<file path="src/verilog/brw_defines.vh">
`ifndef BRW_DEFINES_VH
`define BRW_DEFINES_VH

// register byte addresses on the software port
`define BRW_A_REG_ADDR   32'hfef80050
`define BRW_B_REG_ADDR   32'hfef80058

// field positions inside a base/size register (bit 31 is the msb)
`define BRW_BASE_HI      31
`define BRW_BASE_LO      20
`define BRW_W64_BIT      19
`define BRW_SIZ_HI       18
`define BRW_SIZ_LO       16
`define BRW_RV_BIT       2
`define BRW_EN_BIT       1
`define BRW_WE_BIT       0

// reset values
`define BRW_A_BASE_RST   12'hff0
`define BRW_B_BASE_RST   12'hff4
`define BRW_SIZ_RST      3'h0
`define BRW_SIZ_RSVD     3'h7

// top-of-map vector page, address bits 31:20
`define BRW_VEC_PAGE     12'hfff
`define BRW_BASE_ONES    12'hfff

// processor address fields: page compared with the base, offset inside a megabyte
`define BRW_PAGE_HI      31
`define BRW_PAGE_LO      20
`define BRW_OFF_HI       19
`define BRW_OFF_LO       0
`define BRW_ALIGN_HI     1

// transfer sizes in bytes
`define BRW_SZ_BYTE      6'h01
`define BRW_SZ_WORD      6'h04
`define BRW_ALIGN_MASK   2'h0

`define BRW_STRAP_W      4
`define BRW_STRAP_VA     0
`define BRW_STRAP_VB     1
`define BRW_STRAP_WA     2
`define BRW_STRAP_WB     3

`endif

</file>
<file path="src/verilog/brw_decode.v">
`timescale 1ns/1ps
// Behaviour
// - base bits compare with address bits 31:20, low bits ignored per size
// - reset loads block B base ff4, block A base ff0
// - size code 000..110 means 1 MB..64 MB, 111 reserved
// - width bit clear means 16-bit block, set means 64-bit block
// - width bit taken from its strap at power-up, read-only afterwards
// - top megabyte goes to B if its vector bit set, else A, else none
// - vector block's first megabyte also answers at the top of map
// - vector bits loaded from own straps at power-up, software writable
// - base range answers only while the block enable bit is set
// - valid write with write enable clear ends normally, flash not written
// - byte writes on 16-bit blocks, aligned word writes on 64-bit blocks
// - misaligned, wrong-size or other-size writes get no response
`include "brw_defines.vh"

module brw_decode (
  input  wire        clk_i,          // bus clock, 125 MHz
  input  wire        ce_i,           // clock enable, freezes all state when low
  input  wire        nrst_i,         // power-up reset, synchronous, active low
  input  wire        lb_rst_n_i,     // local bus reset, synchronous, active low
  input  wire        strap_vector_a, // vector source strap for block A
  input  wire        strap_vector_b, // vector source strap for block B
  input  wire        strap_width_a,  // width strap for block A
  input  wire        strap_width_b,  // width strap for block B
  input  wire [31:0] reg_addr_i,     // register byte address
  input  wire [31:0] reg_wdata_i,    // register write data
  input  wire        reg_we_i,       // register write strobe
  input  wire        reg_re_i,       // register read strobe
  output wire [31:0] reg_rdata_o,    // register read data, cycle after strobe
  input  wire        acc_valid_i,    // processor access request
  input  wire [31:0] acc_addr_i,     // processor address
  input  wire        acc_write_i,    // access is a write
  input  wire [5:0]  acc_size_i,     // transfer size in bytes
  output wire        acc_ack_o,      // normal termination pulse
  output wire        sel_a_o,        // access decoded to block A
  output wire        sel_b_o,        // access decoded to block B
  output wire        sel_wide_o,     // selected block is 64 bits wide
  output wire        flash_wr_o,     // write really goes to the flash
  output wire [31:0] flash_addr_o    // address offset inside the block
);

  // size code to a mask of compared base bits
  function [11:0] size_mask;
    input [2:0] siz;
    begin
      case (siz)
        `BRW_SIZ_RSVD: begin
          size_mask = `BRW_BASE_ONES; // reserved code never reaches a compare
        end
        default: begin
          size_mask = `BRW_BASE_ONES << siz;
        end
      endcase
    end
  endfunction

  // base range hit for one block
  function base_hit;
    input [11:0] page;
    input [11:0] base;
    input [2:0]  siz;
    input        en;
    reg   [11:0] m;
    begin
      m = size_mask(siz);
      base_hit = en && (siz != `BRW_SIZ_RSVD) && ((page & m) == (base & m));
    end
  endfunction

  // write legality for a block of the given width
  function write_ok;
    input       wide;
    input [5:0] sz;
    input [1:0] lo;
    begin
      if (wide) begin
        write_ok = (sz == `BRW_SZ_WORD) && (lo == `BRW_ALIGN_MASK);
      end else begin
        write_ok = (sz == `BRW_SZ_BYTE);
      end
    end
  endfunction

  // register image of one block
  function [31:0] pack_reg;
    input [11:0] base;
    input        wide;
    input [2:0]  siz;
    input        rv;
    input        en;
    input        we;
    reg   [31:0] r;
    begin
      r = 32'h0;
      r[`BRW_BASE_HI:`BRW_BASE_LO] = base;
      r[`BRW_W64_BIT] = wide;
      r[`BRW_SIZ_HI:`BRW_SIZ_LO] = siz;
      r[`BRW_RV_BIT] = rv;
      r[`BRW_EN_BIT] = en;
      r[`BRW_WE_BIT] = we;
      pack_reg = r;
    end
  endfunction

  // full address match on the register port
  function reg_match;
    input [31:0] addr;
    input [31:0] target;
    begin
      reg_match = (addr == target);
    end
  endfunction

  // vector source from the two vector bits, as {block a, block b}
  function [1:0] vec_pick;
    input rv_a;
    input rv_b;
    begin
      case ({rv_a, rv_b})
        2'h0: begin
          vec_pick = 2'h0;
        end
        2'h1: begin
          vec_pick = 2'h1;
        end
        2'h2: begin
          vec_pick = 2'h2;
        end
        2'h3: begin
          vec_pick = 2'h1;
        end
        default: begin
          vec_pick = 2'h0;
        end
      endcase
    end
  endfunction

  wire [`BRW_STRAP_W-1:0] strap_s;

  brw_sync2 #(
    .W (`BRW_STRAP_W)
  ) u_strap_sync (
    .clk_i (clk_i),
    .ce_i  (ce_i),
    .d_i   ({strap_width_b, strap_width_a, strap_vector_b, strap_vector_a}),
    .q_o   (strap_s)
  );

  // synchronised straps, named by what they preset
  wire strap_va_s = strap_s[`BRW_STRAP_VA];
  wire strap_vb_s = strap_s[`BRW_STRAP_VB];
  wire strap_wa_s = strap_s[`BRW_STRAP_WA];
  wire strap_wb_s = strap_s[`BRW_STRAP_WB];

  reg [11:0] base_a_q;
  reg [11:0] base_b_q;
  reg [2:0]  siz_a_q;
  reg [2:0]  siz_b_q;
  reg        en_a_q;
  reg        en_b_q;
  reg        we_a_q;
  reg        we_b_q;
  reg        block_a_vector_source_q;
  reg        block_b_vector_source_q;
  reg        wide_a_q;
  reg        wide_b_q;
  reg [31:0] rdata_q;

  wire wr_a = reg_we_i && reg_match(reg_addr_i, `BRW_A_REG_ADDR);
  wire wr_b = reg_we_i && reg_match(reg_addr_i, `BRW_B_REG_ADDR);
  wire rd_a = reg_re_i && reg_match(reg_addr_i, `BRW_A_REG_ADDR);
  wire rd_b = reg_re_i && reg_match(reg_addr_i, `BRW_B_REG_ADDR);

  // straps and vector bits: power-up reset only
  always @(posedge clk_i) begin
    if (ce_i) begin
      if (!nrst_i) begin
        wide_a_q                <= strap_wa_s;
        wide_b_q                <= strap_wb_s;
        block_a_vector_source_q <= strap_va_s;
        block_b_vector_source_q <= strap_vb_s;
      end else begin
        if (wr_a) begin
          block_a_vector_source_q <= reg_wdata_i[`BRW_RV_BIT];
        end
        if (wr_b) begin
          block_b_vector_source_q <= reg_wdata_i[`BRW_RV_BIT];
        end
      end
    end
  end

  // base, size, enables: power-up or local bus reset
  always @(posedge clk_i) begin
    if (ce_i) begin
      if (!nrst_i || !lb_rst_n_i) begin
        base_a_q <= `BRW_A_BASE_RST;
        base_b_q <= `BRW_B_BASE_RST;
        siz_a_q  <= `BRW_SIZ_RST;
        siz_b_q  <= `BRW_SIZ_RST;
        en_a_q   <= 1'b0;
        en_b_q   <= 1'b0;
        we_a_q   <= 1'b0;
        we_b_q   <= 1'b0;
      end else begin
        if (wr_a) begin
          base_a_q <= reg_wdata_i[`BRW_BASE_HI:`BRW_BASE_LO];
          siz_a_q  <= reg_wdata_i[`BRW_SIZ_HI:`BRW_SIZ_LO];
          en_a_q   <= reg_wdata_i[`BRW_EN_BIT];
          we_a_q   <= reg_wdata_i[`BRW_WE_BIT];
        end
        if (wr_b) begin
          base_b_q <= reg_wdata_i[`BRW_BASE_HI:`BRW_BASE_LO];
          siz_b_q  <= reg_wdata_i[`BRW_SIZ_HI:`BRW_SIZ_LO];
          en_b_q   <= reg_wdata_i[`BRW_EN_BIT];
          we_b_q   <= reg_wdata_i[`BRW_WE_BIT];
        end
      end
    end
  end

  // next read word: zero unless a mapped register is read this cycle
  reg [31:0] rdata_d;

  always @* begin
    rdata_d = 32'h0;
    if (rd_a) begin
      rdata_d = pack_reg(base_a_q, wide_a_q, siz_a_q, block_a_vector_source_q,
                         en_a_q, we_a_q);
    end else if (rd_b) begin
      rdata_d = pack_reg(base_b_q, wide_b_q, siz_b_q, block_b_vector_source_q,
                         en_b_q, we_b_q);
    end
  end

  // read data stand only in the cycle after the read strobe
  always @(posedge clk_i) begin
    if (ce_i) begin
      if (!nrst_i) begin
        rdata_q <= 32'h0;
      end else begin
        rdata_q <= rdata_d;
      end
    end
  end

  assign reg_rdata_o = rdata_q;

  // address decode
  reg  [11:0] page;
  reg         vec_page;
  reg  [1:0]  vec_sel;
  reg         hit_a;
  reg         hit_b;
  reg         hit_any;
  reg         hit_wide;
  reg         hit_we;
  reg         wr_legal;
  reg         resp;
  reg         wr_flash;
  reg  [11:0] off_mask;
  reg  [31:0] offset;

  // the vector page overrides the base decode there, enable bits included
  always @* begin
    page     = acc_addr_i[`BRW_PAGE_HI:`BRW_PAGE_LO];
    vec_page = (page == `BRW_VEC_PAGE);
    vec_sel  = vec_pick(block_a_vector_source_q, block_b_vector_source_q);
    if (vec_page) begin
      hit_a = vec_sel[1];
      hit_b = vec_sel[0];
    end else begin
      hit_a = base_hit(page, base_a_q, siz_a_q, en_a_q);
      hit_b = base_hit(page, base_b_q, siz_b_q, en_b_q);
    end
    // overlapping base ranges break a software rule; block b wins then
    if (hit_b) begin
      hit_a    = 1'b0;
      hit_wide = wide_b_q;
      hit_we   = we_b_q;
      off_mask = size_mask(siz_b_q);
    end else begin
      hit_wide = wide_a_q;
      hit_we   = we_a_q;
      off_mask = size_mask(siz_a_q);
    end
    // the vector alias maps onto the first megabyte of its block
    if (vec_page) begin
      off_mask = `BRW_BASE_ONES;
    end
    hit_any  = hit_a || hit_b;
    offset   = {page & ~off_mask, acc_addr_i[`BRW_OFF_HI:`BRW_OFF_LO]};
    wr_legal = write_ok(hit_wide, acc_size_i, acc_addr_i[`BRW_ALIGN_HI:`BRW_OFF_LO]);
    // no response at all unless the block is hit and a write suits its width
    resp     = acc_valid_i && hit_any && (!acc_write_i || wr_legal);
    wr_flash = resp && acc_write_i && hit_we;
  end

  // selects and width only accompany a normal termination
  wire sel_a_d = resp && hit_a;
  wire sel_b_d = resp && hit_b;
  wire wide_d  = resp && hit_wide;

  reg        ack_q;
  reg        sel_a_q;
  reg        sel_b_q;
  reg        wide_q;
  reg        flash_wr_q;
  reg [31:0] faddr_q;

  always @(posedge clk_i) begin
    if (ce_i) begin
      if (!nrst_i || !lb_rst_n_i) begin
        ack_q      <= 1'b0;
        sel_a_q    <= 1'b0;
        sel_b_q    <= 1'b0;
        wide_q     <= 1'b0;
        flash_wr_q <= 1'b0;
        faddr_q    <= 32'h0;
      end else begin
        ack_q      <= resp;
        flash_wr_q <= wr_flash;
        sel_a_q    <= sel_a_d;
        sel_b_q    <= sel_b_d;
        wide_q     <= wide_d;
        if (acc_valid_i && hit_any) begin
          faddr_q <= offset;
        end
      end
    end
  end

  assign acc_ack_o    = ack_q;
  assign sel_a_o      = sel_a_q;
  assign sel_b_o      = sel_b_q;
  assign sel_wide_o   = wide_q;
  assign flash_wr_o   = flash_wr_q;
  assign flash_addr_o = faddr_q;

endmodule // brw_decode

</file>
<file path="src/verilog/brw_sync2.v">
`timescale 1ns/1ps
// two-flop synchroniser for strap pins
module brw_sync2 #(
  parameter W = 4
) (
  input  wire         clk_i,  // bus clock
  input  wire         ce_i,   // clock enable
  input  wire [W-1:0] d_i,    // asynchronous input
  output wire [W-1:0] q_o     // synchronised output
);

  reg [W-1:0] meta_q;
  reg [W-1:0] sync_q;

  always @(posedge clk_i) begin
    if (ce_i) begin
      meta_q <= d_i;
      sync_q <= meta_q;
    end
  end

  assign q_o = sync_q;

endmodule // brw_sync2

</file>
<file path="config.mk">
export PLATFORM = sky130hd
export DESIGN_NAME = brw_decode
export DESIGN_NICKNAME = d
export VERILOG_FILES = /design/src/verilog/brw_decode.v /design/src/verilog/brw_sync2.v
export VERILOG_INCLUDE_DIRS = /design/src /design/src/verilog
export SDC_FILE = /design/constraint.sdc
export NUM_CORES = 1
export LEC_CHECK = 0
export BUFFER_PORTS_ARGS = -buffer_cell sky130_fd_sc_hd__buf_2
export CORE_ASPECT_RATIO = 0.9
export CORE_MARGIN = 2
export CORE_UTILIZATION = 49
export CTS_CLUSTER_DIAMETER = 60
export CTS_CLUSTER_SIZE = 20
export DETAILED_ROUTE_END_ITERATION = 10
export GPL_TIMING_DRIVEN = 0
export PLACE_DENSITY = 0.8
export SETUP_SLACK_MARGIN = 0.15
export SYNTH_ARGS = -nofsm -noshare
export SYNTH_HDL_FRONTEND = slang
export SYNTH_SLANG_ARGS = --single-unit
</file>
<file path="constraint.sdc">
create_clock -name clk_i -period 6 [get_ports clk_i]
set_input_delay 1.2 -clock clk_i [delete_from_list [all_inputs] [get_ports clk_i]]
set_output_delay 1.2 -clock clk_i [all_outputs]
set_load 0.05 [all_outputs]
</file>
==> results.md, run 1 <==
* Global-route usage over all layers at 22.3%
* WS Path Type: input pin to register
* Die area at a little over 10,000 um^2
* Starting Density at roughly half
* CP Data Required Time at between 5000 and 6000 ps
* IO Pins at 183
* First-pass GRT wire length at 17.7 mm
* Gate Count Post-Synth at 358
* Site Rows at 33
* Register area share after synthesis at approximately 62%
* Overall power at about 1.6 mW
* Max Fclk at 284 MHz
* Share of cells above drive strength 1 at 37.8%
* Worst Path Max Fanout at 17
* Post-layout minimum cycle time at 3520 ps
* Hold Crit Class: register to register
* Mean Syn Cell Area at roughly 13 um^2
* Die W at 107 um
* CTS Buffer Depth at 2
* Leakage at 2.58 nW
* RSZ-0062 raised after global routing: false
* DR vias at 3,497
* Clk slew on worst S/H paths at around 100 ps
* Total Wirelength at around 11 mm
* Synth warn at 0
* Antenna viol nets, final at 0
* #FFs+latches synth at 97
* Netlist cell types at 57
* # H-tree levels at 3
* Remaining Overflow, GRT at 0
* Clock sink count at between 90 and 100
* NumNets Final at 649
* Synth Cell Area at about 4700 um^2
* Largest net degree at the start of global routing at 38
* Area grow syn2layout at 25.6%
* Layout filler cell count at 769
* Placeable Area at 9210 um^2
* DRT Pass-1 Iters at 5
* Max_cap viols at 0
* Dominant synthesized flop cell: edfxtp_1
* Final setup fails at 0
* Post-CTS sizing at 0
* CP endpoint kind: register
* Post-DP HPWL at 8.21 mm
* Antenna violations before repair at 0
* Async SR Flop Fraction at 0%
* Drt drc at 0
* Reg area at 2910 um^2
* Root Buffer: clkbuf_8
* Vias per cell at 5.28
* CTS tree: yes
* Commonest non-fill, non-tap cell in the layout: buf_2
* Postcts setup bufs at 0
* Slew Viols, Final at 0
* Worst Tran Pin Value at 976 ps
* Crit path launch type: input pin
* ANT cells at 0
* Area of the multi-input gates at 1590 um^2
* Clk_lat worst skew at 360 ps
* DRT iter0 DRCs at approximately 220
* Final Hold Vio Count at 0
* RD Place Congestion at 0.884
* Wire per inst at 16.7 um
* Vias in the first global route at 3,656
* CTS Buf Count at 9
* Die height at 96.7 um
* Setup TNS at 0 ps
* # hold bufs at CTS at 0
* Port Buffers at 147
* Number of synthesized flops with an enable pin at between 90 and 100
* Crit share post-route at 58.6%
* Highest-count cells in the layout ignoring fill and taps: buf_2, edfxtp_1, and3_1, nor2_1, mux2i_1
* Outcome: completed
* Slew HR at 34.7%
* CP arrival at 3510 ps
* Worst VDD drop at between 0.1 and 0.15 mV
* Power per cell area at approximately 260 nW/um^2
* Post-Route Skew at 8.68 ps
[registers in the layout, summed over array words and instances (netlist names)]
signal	flops
we_a_q	1
wide_b_q	1
u_strap_sync.q_o	4
flash_wr_o	1
u_strap_sync.meta_q	4
block_b_vector_source_q	1
siz_b_q	3
flash_addr_o	27
base_a_q	12
sel_a_o	1
block_a_vector_source_q	1
en_a_q	1
reg_rdata_o	19
sel_wide_o	1
base_b_q	12
sel_b_o	1
wide_a_q	1
we_b_q	1
en_b_q	1
siz_a_q	3
acc_ack_o	1
[per-stage QoR]
stage / setup slack (ps) / std cells / instance area, um^2 / hold WS, ps / util (%)
floorplan: 1350 / 376 / 4740 / 400 / -
global placement: 439 / 645 / 5630 / 404 / 61.2
detailed placement: 2110 / 646 / 5660 / 405 / 61.4
CTS: 2500 / 662 / 5880 / 429 / 63.8
global route: 2280 / 662 / 5880 / 435 / 63.8
finish: 2480 / 662 / 5880 / 426 / 63.8
[kinds of logic after synthesis]
kind of cell | synth area share, %
AO/OA/AOI/OAI | 6.13
buffers and inverters | 5.43
flip-flops | 62.3
other | 0.0802
XOR/XNOR | 5.24
AND/OR/NAND/NOR | 16.1
multiplexers | 4.74
[worst max-delay path, cell delays in order]
cell	delay, ps
buf_2	100
nor4_1	290
nand4_1	150
nor4_1	660
and2_1	250
a21oi_1	80
nor2b_2	770
[Yosys cell counts (2+ instances only)]
cell type / number / share of area (%)
edfxtp_1: 97 / 62
and3_1: 32 / 4.3
nor2_1: 29 / 2.3
mux2i_1: 21 / 4.5
buf_4: 18 / 2.9
xnor2_1: 15 / 2.8
xor2_1: 13 / 2.4
nand2_1: 12 / 0.96
clkbuf_1: 10 / 0.80
nand2b_1: 10 / 1.3
nand4_1: 10 / 1.3
o21ai_0: 9 / 0.96
a21oi_1: 5 / 0.53
inv_1: 5 / 0.40
nand3_1: 5 / 0.53
o21a_1: 5 / 0.80
buf_2: 4 / 0.43
nor2b_1: 4 / 0.53
nor4_1: 4 / 0.53
buf_6: 3 / 0.72
nand3b_1: 3 / 0.48
o31ai_1: 3 / 0.48
a211oi_1: 2 / 0.32
a21o_1: 2 / 0.32
and2_1: 2 / 0.27
nor3_1: 2 / 0.21
nor4b_1: 2 / 0.37
or3_1: 2 / 0.27
[layer usage]
layer  GRT usage (%)  up-vias  routed length (um)  share of wire (%)
li1                -     1644                   -                  -
met1            28.6     1663                4450                 40
met2            36.6      175                5570                 50
met5               0        -                   0                  0
met4            11.3        0                 225                2.0
met3            3.50       15                 780                7.1
[final cells by class]
type / count / area share (%)
timing repair buffer: 148 / 12.8
buffer: 37 / 4.00
inverter: 5 / 0.319
clock inverter: 6 / 1.55
tap: 122 / 2.60
clock buffer: 10 / 2.17
multi-input combinational: 237 / 27.0
sequential: 97 / 49.6
[power breakdown]
part / total (mW) / switching, mW / internal [mW]
clock network: 0.469 / 0.232 / 0.236
logic: 0.272 / 0.183 / 0.0892
registers: 0.812 / 0.0197 / 0.792
total: 1.55 / 0.435 / 1.12
[final timing paths]
kind	to	startpoint	cells after the start	slack [ps]
worst max-delay path	siz_b_q[1]$_SDFFCE_PN0P_	reg_addr_i[14]	7	2480
worst min-delay path	wide_b_q$_DFFE_PP_	u_strap_sync.q_o[3]$_DFFE_PP_	0	430
worst max register to register	flash_addr_o[18]$_SDFFCE_PN0P_	siz_a_q[2]$_SDFFCE_PN0P_	8	3380
worst min register to register	wide_b_q$_DFFE_PP_	u_strap_sync.q_o[3]$_DFFE_PP_	0	430
Power figures use the tool's default switching activity.
==> run 2, diff against run 1 <==
--- a/config.mk
+++ b/config.mk
@@ -9,12 +9,12 @@
 export BUFFER_PORTS_ARGS = -buffer_cell sky130_fd_sc_hd__buf_2
 export CORE_ASPECT_RATIO = 0.9
 export CORE_MARGIN = 2
-export CORE_UTILIZATION = 49
+export CORE_UTILIZATION = 44
 export CTS_CLUSTER_DIAMETER = 60
 export CTS_CLUSTER_SIZE = 20
 export DETAILED_ROUTE_END_ITERATION = 10
 export GPL_TIMING_DRIVEN = 0
-export PLACE_DENSITY = 0.8
+export PLACE_DENSITY = 0.76
 export SETUP_SLACK_MARGIN = 0.15
 export SYNTH_ARGS = -nofsm -noshare
 export SYNTH_HDL_FRONTEND = slang
==> constraint.sdc (replaced) <==
create_clock -name clk_i -period 3.21 [get_ports clk_i]
set_input_delay 0.642 -clock clk_i [delete_from_list [all_inputs] [get_ports clk_i]]
set_output_delay 0.642 -clock clk_i [all_outputs]
set_load 0.05 [all_outputs]
==> results.md, run 2 (synthesis results as in run 1) <==
* Fin cells at around 670
* Flop pwr share at a little under half
* IO Pins at 183
* Area grow syn2layout at 28.0%
* Site Rows at 35
* Antenna viol nets, final at 0
* Worst Path Max Fanout at 27
* Largest register FFs at 27
* Setup ws final at 449 ps
* Crit-path leading delay family: compound AO/OA/AOI/OAI gates
* Post-Route Skew at ~10 ps
* Post-DP HPWL at about 8.4 mm
* Wire per inst at 16.6 um
* First-pass GRT wire length at 17.0 mm
* Crit path launch type: register
* CTS tree: yes
* Slew Viols, Final at 0
* CP endpoint kind: register
* Global-route usage over all layers at 19.6%
* R2r endpoint: flash_addr_o[24]$_SDFFCE_PN0P_
* Final setup fails at 0
* Int Pwr at roughly 2.3 mW
* Clock group share of total power at 36.4%
* Clock sink count at 97
* Area of the multi-input gates at 1600 um^2
* DP Worst Slack at -184 ps
* R2r startpoint: siz_a_q[0]$_SDFFCE_PN0P_
* CP cell instances: and3_2 > o21a_1 > a211oi_1 > and4_1 > o31ai_1 > a21boi_4
* Highest-count cells in the layout ignoring fill and taps: buf_2, edfxtp_1, and3_1, nor2_1, mux2i_1
* Starting Density at between 40% and 50%
* Max_cap viols at 0
* HP Start: u_strap_sync.meta_q[0]$_DFFE_PP_
* Remaining Overflow, GRT at 0
* Clk slew on worst S/H paths at about 70 ps
* Reg area at between 2000 and 3000 um^2
* Share of cells above drive strength 1 at 37.7%
* Power per cell area at 531 nW/um^2
* DR vias at 3,431
* Slowest stage delay, CP at 730 ps
* Worst path slowest cell: a21boi_4
* Die W at 113 um
* Port Buffers at 147
* R2R Setup Slk at 450 ps
* Max Fclk at between 300 and 400 MHz
* Post-CTS sizing at 1
* ANT cells at 0
* Switching share of power at 26.6%
* Placeable Area at 10,300 um^2
* DRT Pass-1 Iters at 5
* Clk_lat worst skew at 350 ps
* Total Wirelength at about 11 mm
* Vias per cell at 5.14
* Largest net degree at the start of global routing at 38
* Die height at 102 um
* Overall power at 3.18 mW
* Worst VDD drop at 0.253 mV
* WHS Endpoint: u_strap_sync.q_o[0]$_DFFE_PP_
* Setup TNS at 0 ps
* Crit share post-route at about 86%
* # H-tree levels at 3
* Bufs and invs on worst path at 0
* Hold Crit Class: register to register
* Drt drc at 0
* RD Place Congestion at 0.864
* Final Hold Vio Count at 0
* NumNets Final at 648
* CTS Buf Count at 9
* Final core utilization at between 50% and 60%
* Placed insts at about 650
* Die area at 11,500 um^2
* Combinational power share at 15.9%
* R2r worst-path depth at 6
* CP arrival at between 2000 and 3000 ps
* Postcts setup bufs at 0
* Switching pwr at around 850 uW
* CTS Buffer Depth at 2
* WS Path Type: register to register
* Root Buffer: clkbuf_16
* Slew HR at between 30% and 40%
* Worst Tran Pin Value at 912 ps
* Post-layout minimum cycle time at 2760 ps
* CP Data Required Time at approximately 3200 ps
* Commonest non-fill, non-tap cell in the layout: buf_2
* Outcome: completed
* Vias in the first global route at 3,498
* DRT iter0 DRCs at 155
* WHS Path Cells at 0
* Antenna violations before repair at 0
* Leakage at ~2.6 nW
* # hold bufs at CTS at 0
* Layout filler cell count at between 800 and 900
* RSZ-0062 raised after global routing: false
==> run 2: worst reg2reg max path, stage by stage (launching register included) <==
cell	delay [ps]
edfxtp_1	500
and3_2	290
o21a_1	190
a211oi_1	230
and4_1	310
o31ai_1	140
a21boi_4	730
==> run 2: worst max-delay path by stage <==
stage,slack [ps],cells after the start,end,start
6_report,450,6,flash_addr_o[24]$_SDFFCE_PN0P_,siz_a_q[0]$_SDFFCE_PN0P_
5_1_grt,310,7,base_a_q[8]$_SDFFCE_PN1P_,reg_addr_i[5]
4_1_cts,220,7,siz_a_q[2]$_SDFFCE_PN0P_,reg_addr_i[5]
3_5_place_dp,-180,7,flash_addr_o[2]$_SDFFCE_PN0P_,acc_addr_i[20]
3_3_place_gp,-570,7,base_b_q[6]$_SDFFCE_PN1P_,reg_addr_i[5]
2_1_floorplan,310,6,base_b_q[0]$_SDFFCE_PN0P_,reg_addr_i[9]
==> run 2: power by group through the flow <==
| stage | registers (mW) | clock network [mW] | logic [mW] |
|---|---|---|---|
| 3_5_place_dp | 1.55 | 0 | 0.500 |
| 3_3_place_gp | 1.54 | 0 | 0.492 |
| 5_1_grt | 1.53 | 1.22 | 0.541 |
| 6_report | 1.52 | 1.16 | 0.505 |
| 4_1_cts | 1.52 | 1.16 | 0.503 |
| 2_1_floorplan | 1.66 | 0 | 0.229 |
==> run 2: cell type report <==
| class | count | share of cell area, % |
|---|---|---|
| multi-input combinational | 237 | 26.8 |
| timing repair buffer | 147 | 12.3 |
| tap | 129 | 2.70 |
| clock inverter | 6 | 1.53 |
| sequential | 97 | 48.6 |
| clock buffer | 10 | 3.82 |
| inverter | 5 | 0.313 |
| buffer | 37 | 3.93 |
==> run 2: metrics by stage <==
stage                     cell area [um^2]  hold WS (ps)
final                                 5990           423
after global routing                  5990           427
after CTS                             5980           423
after detailed placement              5650           408
after global placement                5650           403
after floorplan                       4750           400
==> run 2: per-layer routing <==
layer / vias up / global-route usage, % / wire length [um]
met1: 1624 / 23.7 / 4490
met2: 138 / 33.3 / 5530
met4: 0 / 10.5 / 293
met5: - / 0 / 0
met3: 20 / 4.15 / 755
li1: 1649 / - / -
